**src/pkg/tiop_pkg.sv**
```systemverilog
// Purpose: constants and types for the timed i/o port block
// Assumes: one 40 MHz clock, AXI4-Lite register access
// Notes: ports are ordered narrowest first; pin sharing relies on it
package tiop_pkg;
  // ==========================================================
  // sizes
  localparam int NPORT = 5;
  localparam int NBLK = 6;
  localparam int NPIN = 32;
  localparam int DW = 32;
  localparam int AW = 12;
  localparam int CW = 16;
  localparam int LINK_PIN_LO = 16;
  localparam int EXT_CLK_PIN = 0;

  // ==========================================================
  // register map
  localparam logic [AW-1:0] PORT_STRIDE = 12'h020;
  localparam logic [4:0] OFF_CTRL = 5'h00;
  localparam logic [4:0] OFF_DATA = 5'h04;
  localparam logic [4:0] OFF_COUNT = 5'h08;
  localparam logic [4:0] OFF_STAMP = 5'h0c;
  localparam logic [4:0] OFF_TIME = 5'h10;
  localparam logic [4:0] OFF_COND = 5'h14;
  localparam logic [4:0] OFF_STAT = 5'h18;
  localparam logic [AW-1:0] BLK_BASE = 12'h200;
  localparam logic [AW-1:0] LINK_ADDR = 12'h300;
  localparam logic [1:0] RESP_OKAY = 2'h0;
  localparam logic [1:0] RESP_SLVERR = 2'h2;

  // ==========================================================
  // types
  typedef enum logic [1:0] {COND_NONE, COND_EQ, COND_NE} tiop_cond_type;

  typedef struct packed {
    logic [2:0] clk_sel;
    tiop_cond_type cond;
    logic strobe_en;
    logic oc;
    logic dir_out;
    logic en;
  } tiop_pctl_type;

  typedef struct packed {
    logic [7:0] div;
    logic ext_src;
  } tiop_blk_type;

  localparam tiop_pctl_type PCTL_RST = '0;
  localparam tiop_blk_type BLK_RST = '0;

  function automatic int port_width(input int p);
    case (p)
      0: return 1;
      1: return 4;
      2: return 8;
      3: return 16;
      default: return 32;
    endcase
  endfunction : port_width
endpackage : tiop_pkg
```
**src/design/tiop_top.sv**
```systemverilog
// Purpose: timed i/o ports, clock blocks and pin sharing
// Assumes: pins and strobes are asynchronous to i_clk
// Notes: reference clock block ticks on every rising i_clk edge
`timescale 1ns/1ps
module tiop_top (
  input wire logic i_clk, // system clock
  input wire logic i_rst_n, // async reset, active low
  input wire logic [31:0] i_pin, // pin levels
  output logic [31:0] o_pin, // pin output levels
  output logic [31:0] o_pin_oe_n, // low while driving
  input wire logic [4:0] i_input_strobe, // per-port input strobe
  output logic [4:0] o_output_strobe, // per-port output strobe
  input wire logic [11:0] i_awaddr, // axi write address
  input wire logic i_awvalid, // axi
  output logic o_awready, // axi
  input wire logic [31:0] i_wdata, // axi write data
  input wire logic [3:0] i_wstrb, // axi byte strobes
  input wire logic i_wvalid, // axi
  output logic o_wready, // axi
  output logic [1:0] o_bresp, // axi
  output logic o_bvalid, // axi
  input wire logic i_bready, // axi
  input wire logic [11:0] i_araddr, // axi read address
  input wire logic i_arvalid, // axi
  output logic o_arready, // axi
  output logic [31:0] o_rdata, // axi read data
  output logic [1:0] o_rresp, // axi
  output logic o_rvalid, // axi
  input wire logic i_rready // axi
);
  localparam int NP = tiop_pkg::NPORT;
  localparam int NB = tiop_pkg::NBLK;
  localparam int CW = tiop_pkg::CW;

  // ==========================================================
  // state
  tiop_pkg::tiop_pctl_type ctl_q [NP];
  tiop_pkg::tiop_pctl_type ctl_d [NP];
  tiop_pkg::tiop_blk_type blk_q [NB];
  tiop_pkg::tiop_blk_type blk_d [NB];
  logic [31:0] shift_q [NP];
  logic [31:0] shift_d [NP];
  logic [31:0] xfer_q [NP];
  logic [31:0] xfer_d [NP];
  logic [31:0] cmp_q [NP];
  logic [31:0] cmp_d [NP];
  logic [CW-1:0] cnt_q [NP];
  logic [CW-1:0] cnt_d [NP];
  logic [CW-1:0] stamp_q [NP];
  logic [CW-1:0] stamp_d [NP];
  logic [CW-1:0] time_q [NP];
  logic [CW-1:0] time_d [NP];
  logic [5:0] sc_q [NP];
  logic [5:0] sc_d [NP];
  logic [7:0] divc_q [NB];
  logic [7:0] divc_d [NB];
  logic [NP-1:0] valid_q, valid_d, timed_q, timed_d, busy_q, busy_d;
  logic [NP-1:0] ostb_q, ostb_d, st_s1_q, st_s2_q;
  logic [NB-1:0] tick_q, tick_d;
  logic [31:0] pin_s1_q, pin_s2_q, pin_s3_q;
  logic [31:0] pout_q, pout_d, poe_n_q, poe_n_d;
  logic link_q, link_d;
  logic [11:0] awa_q, awa_d;
  logic [31:0] wd_q, wd_d;
  logic [3:0] ws_q, ws_d;
  logic awh_q, awh_d, wh_q, wh_d, bv_q, bv_d, rv_q, rv_d;
  logic [1:0] br_q, br_d, rr_q, rr_d;
  logic [31:0] rd_q, rd_d;

  // ==========================================================
  // helpers
  function automatic logic [31:0] wmask(input int w);
    wmask = (w >= 32) ? 32'hffffffff : ((32'h1 << w) - 32'h1);
  endfunction : wmask

  // narrowest enabled port owning the pin, NP when none
  function automatic int pin_owner(input int pin,
                                   input logic [NP-1:0] en,
                                   input logic link);
    pin_owner = NP;
    if (!(link && pin >= tiop_pkg::LINK_PIN_LO)) begin
      for (int p = NP - 1; p >= 0; p--) begin
        if (en[p] && pin < tiop_pkg::port_width(p)) begin
          pin_owner = p;
        end
      end
    end
  endfunction : pin_owner

  // byte-lane merge of a write
  function automatic logic [31:0] wmerge(input logic [31:0] old,
                                         input logic [31:0] nw,
                                         input logic [3:0] st);
    for (int b = 0; b < 4; b++) begin
      wmerge[b*8 +: 8] = st[b] ? nw[b*8 +: 8] : old[b*8 +: 8];
    end
  endfunction : wmerge

  // ==========================================================
  // comb next state
  always_comb begin
    logic [NP-1:0] en;
    logic ext_edge, src, go, in_ok, do_wr, do_rd, hit;
    logic [31:0] pval, nsh;
    logic [5:0] last;
    logic [11:0] a;
    int w, own, pi;
    en = '0;
    ext_edge = 1'b0;
    src = 1'b0;
    go = 1'b0;
    in_ok = 1'b0;
    do_wr = 1'b0;
    do_rd = 1'b0;
    hit = 1'b0;
    pval = '0;
    nsh = '0;
    last = '0;
    a = '0;
    w = 0;
    own = 0;
    pi = 0;
    ctl_d = ctl_q;
    blk_d = blk_q;
    shift_d = shift_q;
    xfer_d = xfer_q;
    cmp_d = cmp_q;
    stamp_d = stamp_q;
    time_d = time_q;
    sc_d = sc_q;
    divc_d = divc_q;
    valid_d = valid_q;
    timed_d = timed_q;
    busy_d = busy_q;
    ostb_d = '0;
    link_d = link_q;
    awa_d = awa_q;
    wd_d = wd_q;
    ws_d = ws_q;
    awh_d = awh_q;
    wh_d = wh_q;
    bv_d = bv_q;
    br_d = br_q;
    rv_d = rv_q;
    rr_d = rr_q;
    rd_d = rd_q;

    // clock blocks; block 0 is the fixed reference
    ext_edge = pin_s2_q[tiop_pkg::EXT_CLK_PIN] &
               ~pin_s3_q[tiop_pkg::EXT_CLK_PIN];
    for (int k = 0; k < NB; k++) begin
      src = (k != 0 && blk_q[k].ext_src) ? ext_edge : 1'b1;
      tick_d[k] = 1'b0;
      if (src) begin
        if (k == 0 || divc_q[k] == blk_q[k].div) begin
          tick_d[k] = 1'b1;
          divc_d[k] = '0;
        end else begin
          divc_d[k] = divc_q[k] + 8'h01;
        end
      end
    end

    // axi read; access answered next cycle
    do_rd = i_arvalid && !rv_q;
    if (rv_q && i_rready) begin
      rv_d = 1'b0;
    end
    if (do_rd) begin
      a = i_araddr;
      rv_d = 1'b1;
      rd_d = '0;
      rr_d = tiop_pkg::RESP_OKAY;
      pi = int'(a[11:5]);
      if (a < 12'(tiop_pkg::PORT_STRIDE * NP)) begin
        case (a[4:0])
          tiop_pkg::OFF_CTRL: rd_d = 32'(ctl_q[pi]);
          tiop_pkg::OFF_DATA: begin
            rd_d = xfer_q[pi];
            if (!ctl_q[pi].dir_out) begin
              valid_d[pi] = 1'b0; // retrieval frees the register
            end
          end
          tiop_pkg::OFF_COUNT: rd_d = 32'(cnt_q[pi]);
          tiop_pkg::OFF_STAMP: rd_d = 32'(stamp_q[pi]);
          tiop_pkg::OFF_TIME: rd_d = 32'(time_q[pi]);
          tiop_pkg::OFF_COND: rd_d = cmp_q[pi];
          tiop_pkg::OFF_STAT: rd_d = {29'h0, busy_q[pi], timed_q[pi],
                                      valid_q[pi]};
          default: rr_d = tiop_pkg::RESP_SLVERR;
        endcase
      end else if (a >= tiop_pkg::BLK_BASE &&
                   a < tiop_pkg::BLK_BASE + 12'(4 * NB) && a[1:0] == 2'h0) begin
        rd_d = 32'(blk_q[int'(a[4:2])]);
      end else if (a == tiop_pkg::LINK_ADDR) begin
        rd_d = {31'h0, link_q};
      end else begin
        rr_d = tiop_pkg::RESP_SLVERR;
      end
    end

    // port transfers
    for (int p = 0; p < NP; p++) begin
      en[p] = ctl_q[p].en;
    end
    for (int p = 0; p < NP; p++) begin
      w = tiop_pkg::port_width(p);
      last = 6'((32 / w) - 1);
      pval = pin_s2_q & wmask(w);
      go = 1'b0;
      if (ctl_q[p].clk_sel < 3'(NB)) begin
        go = tick_q[ctl_q[p].clk_sel];
      end
      if (go) begin
        cnt_d[p] = cnt_q[p] + 16'h0001;
      end else begin
        cnt_d[p] = cnt_q[p];
      end
      go = go && ctl_q[p].en;
      go = go && (!timed_q[p] || cnt_q[p] == time_q[p]);
      go = go && (!ctl_q[p].strobe_en || st_s2_q[p]);
      case (ctl_q[p].cond)
        tiop_pkg::COND_EQ: in_ok = (pval == (cmp_q[p] & wmask(w)));
        tiop_pkg::COND_NE: in_ok = (pval != (cmp_q[p] & wmask(w)));
        default: in_ok = 1'b1;
      endcase
      if (go && !ctl_q[p].dir_out && in_ok) begin
        nsh = (shift_q[p] >> w) | (pval << (32 - w));
        shift_d[p] = nsh;
        if (sc_q[p] == last) begin
          xfer_d[p] = nsh;
          valid_d[p] = 1'b1;
          stamp_d[p] = cnt_q[p];
          timed_d[p] = 1'b0;
          sc_d[p] = '0;
        end else begin
          sc_d[p] = sc_q[p] + 6'h01;
        end
      end else if (go && ctl_q[p].dir_out) begin
        if (busy_q[p] && sc_q[p] != last) begin
          shift_d[p] = shift_q[p] >> w;
          sc_d[p] = sc_q[p] + 6'h01;
          ostb_d[p] = 1'b1;
        end else if (valid_q[p]) begin
          shift_d[p] = xfer_q[p];
          valid_d[p] = 1'b0;
          busy_d[p] = 1'b1;
          sc_d[p] = '0;
          stamp_d[p] = cnt_q[p];
          timed_d[p] = 1'b0;
          ostb_d[p] = 1'b1;
        end else begin
          busy_d[p] = 1'b0;
        end
      end else if (!ctl_q[p].en) begin
        // disabled port restarts its word; no stale step count
        sc_d[p] = '0;
        busy_d[p] = 1'b0;
      end
    end

    // pin drive; one direction per port
    for (int n = 0; n < tiop_pkg::NPIN; n++) begin
      own = pin_owner(n, en, link_q);
      pout_d[n] = 1'b0;
      poe_n_d[n] = 1'b1;
      for (int p = 0; p < NP; p++) begin
        if (own == p && ctl_q[p].dir_out && busy_q[p]) begin
          pout_d[n] = shift_q[p][n];
          poe_n_d[n] = ctl_q[p].oc && shift_q[p][n];
        end
      end
    end

    // axi write; address and data in either order
    if (i_awvalid && !awh_q) begin
      awa_d = i_awaddr;
      awh_d = 1'b1;
    end
    if (i_wvalid && !wh_q) begin
      wd_d = i_wdata;
      ws_d = i_wstrb;
      wh_d = 1'b1;
    end
    if (bv_q && i_bready) begin
      bv_d = 1'b0;
    end
    do_wr = awh_q && wh_q && !bv_q;
    if (do_wr) begin
      a = awa_q;
      awh_d = 1'b0;
      wh_d = 1'b0;
      bv_d = 1'b1;
      br_d = tiop_pkg::RESP_OKAY;
      pi = int'(a[11:5]);
      hit = 1'b0;
      if (a < 12'(tiop_pkg::PORT_STRIDE * NP)) begin
        hit = 1'b1;
        case (a[4:0])
          tiop_pkg::OFF_CTRL: ctl_d[pi] = tiop_pkg::tiop_pctl_type'(
              wmerge(32'(ctl_q[pi]), wd_q, ws_q) & 32'h1ff);
          tiop_pkg::OFF_DATA: begin
            xfer_d[pi] = wmerge(xfer_q[pi], wd_q, ws_q);
            valid_d[pi] = ctl_q[pi].dir_out;
          end
          tiop_pkg::OFF_TIME: begin
            time_d[pi] = 16'(wmerge(32'(time_q[pi]), wd_q, ws_q));
            timed_d[pi] = 1'b1;
          end
          tiop_pkg::OFF_COND: cmp_d[pi] = wmerge(cmp_q[pi], wd_q, ws_q);
          tiop_pkg::OFF_COUNT, tiop_pkg::OFF_STAMP,
          tiop_pkg::OFF_STAT: hit = 1'b1;
          default: hit = 1'b0;
        endcase
      end else if (a >= tiop_pkg::BLK_BASE &&
                   a < tiop_pkg::BLK_BASE + 12'(4 * NB) && a[1:0] == 2'h0) begin
        hit = 1'b1;
        blk_d[int'(a[4:2])] = tiop_pkg::tiop_blk_type'(
            wmerge(32'(blk_q[int'(a[4:2])]), wd_q, ws_q) & 32'h1ff);
      end else if (a == tiop_pkg::LINK_ADDR) begin
        hit = 1'b1;
        if (ws_q[0]) begin
          link_d = wd_q[0];
        end
      end
      if (!hit) begin
        br_d = tiop_pkg::RESP_SLVERR;
      end
    end
  end

  // ==========================================================
  // registers
  always_ff @(posedge i_clk or negedge i_rst_n) begin
    if (!i_rst_n) begin
      for (int p = 0; p < NP; p++) begin
        ctl_q[p] <= tiop_pkg::PCTL_RST;
        shift_q[p] <= '0;
        xfer_q[p] <= '0;
        cmp_q[p] <= '0;
        cnt_q[p] <= '0;
        stamp_q[p] <= '0;
        time_q[p] <= '0;
        sc_q[p] <= '0;
      end
      for (int k = 0; k < NB; k++) begin
        blk_q[k] <= tiop_pkg::BLK_RST;
        divc_q[k] <= '0;
      end
      valid_q <= '0;
      timed_q <= '0;
      busy_q <= '0;
      ostb_q <= '0;
      st_s1_q <= '0;
      st_s2_q <= '0;
      tick_q <= '0;
      pin_s1_q <= '0;
      pin_s2_q <= '0;
      pin_s3_q <= '0;
      pout_q <= '0;
      poe_n_q <= '1;
      link_q <= 1'b0;
      awa_q <= '0;
      wd_q <= '0;
      ws_q <= '0;
      awh_q <= 1'b0;
      wh_q <= 1'b0;
      bv_q <= 1'b0;
      br_q <= '0;
      rv_q <= 1'b0;
      rr_q <= '0;
      rd_q <= '0;
    end else begin
      ctl_q <= ctl_d;
      shift_q <= shift_d;
      xfer_q <= xfer_d;
      cmp_q <= cmp_d;
      cnt_q <= cnt_d;
      stamp_q <= stamp_d;
      time_q <= time_d;
      sc_q <= sc_d;
      blk_q <= blk_d;
      divc_q <= divc_d;
      valid_q <= valid_d;
      timed_q <= timed_d;
      busy_q <= busy_d;
      ostb_q <= ostb_d;
      st_s1_q <= i_input_strobe;
      st_s2_q <= st_s1_q;
      tick_q <= tick_d;
      pin_s1_q <= i_pin;
      pin_s2_q <= pin_s1_q;
      pin_s3_q <= pin_s2_q;
      pout_q <= pout_d;
      poe_n_q <= poe_n_d;
      link_q <= link_d;
      awa_q <= awa_d;
      wd_q <= wd_d;
      ws_q <= ws_d;
      awh_q <= awh_d;
      wh_q <= wh_d;
      bv_q <= bv_d;
      br_q <= br_d;
      rv_q <= rv_d;
      rr_q <= rr_d;
      rd_q <= rd_d;
    end
  end

  // ==========================================================
  // outputs
  assign o_pin = pout_q;
  assign o_pin_oe_n = poe_n_q;
  assign o_output_strobe = ostb_q;
  assign o_awready = ~awh_q;
  assign o_wready = ~wh_q;
  assign o_bvalid = bv_q;
  assign o_bresp = br_q;
  assign o_arready = ~rv_q;
  assign o_rvalid = rv_q;
  assign o_rdata = rd_q;
  assign o_rresp = rr_q;
endmodule : tiop_top

```
**config.mk**
```make
export PLATFORM = sky130hd
export DESIGN_NAME = tiop_top
export DESIGN_NICKNAME = d
export VERILOG_FILES = /design/src/pkg/tiop_pkg.sv /design/src/design/tiop_top.sv
export SDC_FILE = /design/constraint.sdc
export NUM_CORES = 2
export LEC_CHECK = 0
export ABC_AREA = 1
export BUFFER_PORTS_ARGS = -buffer_cell sky130_fd_sc_hd__buf_4
export CAP_MARGIN = 15
export CELL_PAD_IN_SITES_DETAIL_PLACEMENT = 0
export CELL_PAD_IN_SITES_GLOBAL_PLACEMENT = 1
export CORE_MARGIN = 2
export CORE_UTILIZATION = 45
export DETAILED_ROUTE_END_ITERATION = 12
export HOLD_SLACK_MARGIN = 0.02
export PLACE_DENSITY = 0.77
export SLEW_MARGIN = 20
export SYNTH_ARGS = -nofsm -noshare
export SYNTH_HDL_FRONTEND = slang
export SYNTH_SLANG_ARGS = --single-unit
```
**constraint.sdc**
```tcl
create_clock -name i_clk -period 2.6 [get_ports i_clk]
set_input_delay 0.26 -clock i_clk [delete_from_list [all_inputs] [get_ports i_clk]]
set_output_delay 0.26 -clock i_clk [all_outputs]
set_load 0.01 [all_outputs]
```
== After elaboration in Yosys (flattened, before gate mapping) ==
Cells that the tools add are included.

* Input port bits: 104
* Logic and storage cells: 1751
* Output and inout port bits: 110
* Flip-flop bits (word level): 1143

* Bitwise gates (word level): 23
* Eq/ne operators: 162
* Mux-type cells: 745
* $add $sub $neg: 15
* Order comparisons: 106
* Reductions and logical operators: 591

{| class="wikitable"
|+ Operators with widths
! kind !! number
|-
| 32-bit 2-to-1 mux || 130
|-
| 6-bit by 32-bit < comparator with 1-bit output, first input constant || 80
|-
| 32-bit by 3-bit == test with 1-bit output, second input constant || 40
|-
| 32-bit by 2-bit == test with 1-bit output, second input constant || 20
|-
| 32-bit by 4-bit == test with 1-bit output, second input constant || 20
|-
| 32-bit zero test || 20
|-
| 16-bit 2-to-1 mux || 34
|-
| 1-bit logical AND || 490
|-
| 160-bit 2-to-1 mux || 3
|-
| 1-bit 2-to-1 mux || 468
|-
| 32-bit binary-select mux with 3-bit select || 4
|-
| 160-bit bitwise mux || 2
|-
| 32-bit one-hot mux with 7 select lines || 1
|-
| 16-bit binary-select mux with 3-bit select || 4
|-
| 6-bit 2-to-1 mux || 30
|-
| 8-bit 2-to-1 mux || 17
|-
| 32-bit by 4-bit greater-or-equal comparator with 1-bit output, second input constant || 4
|-
| 9-bit binary-select mux with 3-bit select || 4
|-
| 32-bit demux with 3-bit select || 1
|-
| 16-bit == test || 6
|-
| 9-bit 2-to-1 mux || 10
|-
| 16-bit by 1-bit adder with 16-bit output, second input constant || 5
|-
| 80-bit bitwise mux || 1
|-
| 32-bit by 1-bit < comparator with 1-bit output, second input constant || 2
|-
| other kinds (70) || 246
|}

== Longest topological paths before layout ==
* Depth after elaboration: 18
* Depth in mapped cells: 18
* Mapped depth without buffers: 15

== Worst setup path before layout ==
No wires, ideal clock.

* Kind: reg2reg
* Start: reg sc_q[18] in the netlist's numbering
* End: reg sc_q[18] in the netlist's numbering
* Required time: 2.481 ns
* Data arrival time: 2.051 ns
* Library setup time: 0.119 ns
* Slack: 0.430 ns
* Clock period less this slack: 2.170 ns
* Cell stages (with the launch flop): 14
* Buffers on the path: 2
* Cell sequence: dfrtp_1 > ha_1 > nand2_1 > nor2_1 > nand2_1 > inv_2 > nor2_1 > inv_1 > clkbuf_1 > clkbuf_1 > nand2_1 > nand2_1 > nand3_1 > nand2_1

* Longest elaborated chain between the ends: 5
* Elaborated cells between the ends (all ways): 10
* Classes of those cells: add/sub (1); eq/ne (3); mux (4); reduce/logical (2)

{| class="wikitable"
|+ Ends and longest elaborated chain
! element !! RTL line !! RTL
|-
| from (decl) || tiop_top.sv:53 || <nowiki>logic [5:0] sc_q [NP];</nowiki>
|-
| from (signal, indexed assignment) || tiop_top.sv:344 || <nowiki>sc_q[p] <= '0;</nowiki>
|-
| from (signal assigned) || tiop_top.sv:381 || <nowiki>sc_q <= sc_d;</nowiki>
|-
| branches (longest 5 deep; another with 6-bit by 1-bit adder with 6-bit output) || -- ||
|}

Parallel ways; which one is timed is not known.
A chain may end at the register's enable or synchronous reset.

==> results summary <==
The run finished with clean final reports. The relative slew slack came out at about two fifths. The max-cap check violation count came out at 0. The post-placement worst setup slack is -0.302 ns.

Clock-pin slew was measured on the worst setup and hold paths at 0.06 ns. In this run the horizontal extent of the chip is between 300 and 400 um. By area, the combinational part of the netlist is dominated by simple AND/OR/NAND/NOR gates. The worst register-to-register path ends at xfer_q[42].

The maximum clock skew at final layout is about 0.035 ns. The count of flip-flops with a built-in enable after synthesis came out at 0. The register bit count reported by yosys came out at approximately 1100. The utilization after layout is 57.4%. The xor and xnor fraction of the mapped netlist area is under 10%. The yosys synthesis warning count is 0. The first detailed-routing pass ran for 6 iterations. The total setup violations reported at the end of the flow is 0.

The number of instances in the synthesized netlist came out at ~8300. The maximum fanout encountered on the critical timing path came out at 19. After floorplanning, the core was sized to cover 0.136 mm2.

The initial detailed-routing violation count is approximately 9500. The final hold violation count is 0. The count of input and output buffers came out at between 200 and 250.

The reg-to-reg setup timing slack is ~0.024 ns. In the routed layout, each cell is associated on average with a via count of slightly below 6. The aggregate routed wire length is between 300 and 400 mm.

The pin count of the biggest net entering global routing came out at between 70 and 80. The met2 wire length came out at ~130 mm. At the worst endpoint, the arrival time is 3.24 ns.

The number of clock buffers inserted by TritonCTS is roughly 140. The share of synthesized cell area in and, or, nand and nor gates came out at 27.4%. The initial antenna violation count is 15. The total leakage power is between 0.03 and 0.04 uW.

For hold timing, the worst endpoint is o_rdata[6]. VDD sags by at most 0.000841 V. The average cell area after synthesis is around 7.4 um2. The deepest level of the CTS H-tree is 4. The wire length the detailed router placed on met1 came out at about 130 mm. Summed over all nets, the half-perimeter wirelength after detailed placement is between 200 and 250 mm. By area the synthesized netlist is led by dfrtp_1 (45%), nand2_1 (18%), o21ai_0 (6.0%). CTS placed an instance of clkbuf_16 at the clock tree root. The power per unit of standard cell area came out at between 600 and 700 mW/mm2.

By startpoint and endpoint, the worst setup path is classified as flop to flop. The share of the Yosys chip area taken by registers is a little under half. The final number of max-transition violations came to 0.

The starting density of the core is a little under half. The number of nets in the layout is slightly above 9000. The chip height is roughly 370 um. The kind of start point of the critical path is a flop. The min-delay analysis places its worst path in the category primary input to flop. The slew at the pin closest to its max-slew limit came out at about 0.86 ns. Measured against the total synthesized area, the mux share comes to 0.658%. The startpoint identified for the worst hold timing path is i_araddr[0]. The residual antenna-violating net count after detailed routing is 0. The filler cells instantiated in the layout total roughly 13000. The final routed wire length divided by cell count is 28.1 um. The worst register-to-register path begins at awa_q[6]. Setup repair after global routing could not meet its margin everywhere. The maximum clock frequency came out at between 300 and 400 MHz. The floorplan row count is 135. The fraction of final layout cells with drive strength greater than 1 came out at approximately 16%. The post-route non-filler standard cell count is roughly 11000. STA classifies the critical path endpoint as a flop. The area occupied by multi-input gates came out at 0.0288 mm2. The share of synthesized cell area in full adder, half adder and majority cells is 0.548%. Detailed routing placed a total of 41.4 mm of wire on met3.

The clock sink count came out at 1141. In this run the deepest clock path goes through 3 buffers. The global-route wire length before repair is around 440 mm. The residual DRC count is 0. The area of the die is ~0.14 mm2. The minimum clock period after layout came out at between 2 and 3 ns. The total overflow reported by the global router is 0. TritonCTS built the clock tree. The complex-gate fraction of the synthesized area came out at between 10 and 15%.

Signal routing reaches up to met5. The slack of the critical path came out at around 0.024 ns. The depth of the worst register-to-register path is 14. The share of the synthesized area in the top cell type is between 40% and 50%. After synthesis, the share of flip-flops with an asynchronous set or reset is 100%.

The cell depth of the worst hold path is 7. The number of placed I/O pins came out at ~210. The number of global-route vias before repair is ~61000. The total instance count after detailed placement is about 11000.

Registers take 0.0286 mm2. The clock reaches the later pin of the worst-skew pair after between 0.7 and 0.8 ns. The post-synthesis cell type with the largest combined area is dfrtp_1. The last weighted congestion value of the routability-driven placer is 1.03.

The area growth from synthesis to final layout came out at 26.3%. The most common flop cell mapped by yosys is dfrtp_1. The part of the cycle the worst path needs came out at between 90% and 100%. The netlist area before placement is roughly 0.062 mm2.

The global router's overall resource usage is 43.2%. The count of vias placed by the detailed router is approximately 66000. The required time of the critical path came out at ~3.3 ns. The number of different library cells used by synthesis comes to 57.
-- cells in the mapped netlist (74+ instances only) --
| library cell | instances |
|---|---|
| nor2_1 | 296 |
| inv_1 | 722 |
| o21ai_1 | 171 |
| o22ai_1 | 90 |
| xor2_1 | 152 |
| buf_2 | 77 |
| nand3_1 | 603 |
| nand2_1 | 3031 |
| clkbuf_1 | 343 |
| dfrtp_1 | 1109 |
| a21oi_1 | 195 |
| nor3_1 | 80 |
| o21ai_0 | 738 |
| a22oi_1 | 81 |
| xnor2_1 | 74 |
-- worst max-delay path, stage by stage (launching register included) --
cell and delay [ns]:
dfrtp_2 0.45, buf_4 0.17, nand3_1 0.14, buf_12 0.23, inv_2 0.10, buf_12 0.17
a21oi_1 0.28, o211ai_1 0.20, nand2_1 0.12, nand2_1 0.10, buf_4 0.19, inv_1 0.13
nand2_1 0.06, nand2_1 0.06, inv_1 0.04
-- flip-flops by register name (all words and copies together), names as in the netlist, 32 cells and up --
signal and count:
cmp_q 160, o_rdata 32, divc_q 40, o_pin 32, blk_q 54, o_pin_oe_n 32
ctl_q 45, pin_s1_q 32, xfer_q 160, cnt_q 80, pin_s2_q 32, shift_q 160
time_q 80, stamp_q 80, wd_q 32
-- power by group --
part | internal, uW | switching (uW)
clock network | 11700 | 8410
logic | 3610 | 8790
registers | 18600 | 851
total | 33900 | 18100
-- worst max-delay path by stage --
stage	cells past startpoint	start	slack, ns	end
after floorplan	13	sc_q[18]	0.43	sc_q[18]
after global placement	14	pin_s2_q[27]	-0.28	shift_q[22]
after detailed placement	14	pin_s2_q[12]	-0.30	shift_q[25]
after CTS	17	cnt_q[63]	0.02	stamp_q[63]
after global routing	17	cnt_q[24]	-0.04	xfer_q[48]
final	14	awa_q[6]	0.02	xfer_q[42]
-- cells by family (layout without fill, tap and decap cells) --
kind of cell             count (synthesis)  in the layout
other                                    2             20
adder cells (fa/ha/maj)                 27             27
buffers and inverters                 1210           2151
AO/OA/AOI/OAI                         1524           1524
XOR/XNOR                               226            226
multiplexers                            36             36
flip-flops                            1141           1141
AND/OR/NAND/NOR                       4155           4156
-- per-stage QoR --
step | instance area, um2 | hold slack, ns | power [uW] | TNS [ns]
5_1_grt | 77800 | 0.0926 | 53100 | -0.0775
3_3_place_gp | 71400 | 0.265 | 31100 | -17.50
2_1_floorplan | 61600 | -0.0356 | 23800 | 0
6_report | 77900 | 0.0686 | 51900 | 0
4_1_cts | 77100 | 0.0456 | 51200 | 0
3_5_place_dp | 71400 | 0.266 | 31100 | -20.18
-- layout by cell type (no fill, tap or decap), types with 12 or more instances in the layout --
cell type      count
o2111ai_1         31
mux2_2            36
ha_1              27
a31oi_1           20
nand2_1         2999
xnor2_1           70
a22oi_1           81
a21oi_1          193
clkinv_2          17
dfstp_2           32
o21ai_0          733
nand3_1          590
o221ai_1          70
o211ai_1          48
inv_1            716
inv_2             20
nand4_1           71
clkinvlp_4        18
o22ai_1           90
buf_6             12
nor2_2            25
nand2_2           34
clkbuf_8          27
buf_12           124
buf_4            914
dlygate4sd3_1     93
dfrtp_2           12
nor3_1            76
a221oi_1          26
diode_2           17
clkbuf_1          32
xor2_1           152
nor2_1           272
clkbuf_16        145
nor2_4            12
dfrtp_1         1097
o21ai_1          175
-- layer usage --
layer	track usage [%]	vias up
li1	-	28794
met1	61.5	31803
met2	60.2	4354
met3	13.1	806
met4	19.3	20
met5	0	-
-- cell type report --
cell class / count / share of cell area, %
Tap cell: 1781 / 2.86
Clock buffer: 197 / 5.07
Timing Repair inverter: 4 / 0.0321
Inverter: 747 / 3.64
Clock inverter: 49 / 0.893
Antenna cell: 17 / 0.0546
Sequential cell: 1141 / 36.7
Timing Repair Buffer: 1154 / 13.7
Multi-Input combinational cell: 5972 / 37.0
-- timing repair --
action | CTS | global route
pin swaps | 2 | 17
resized for setup | 17 | 101
buffers inserted | 2 | 20
gates cloned | 0 | 12
setup endpoints to repair | 219 | 445
hold buffers | 93 | 0
hold endpoints to repair | 596 | 0
Power figures use the tool's default switching activity.
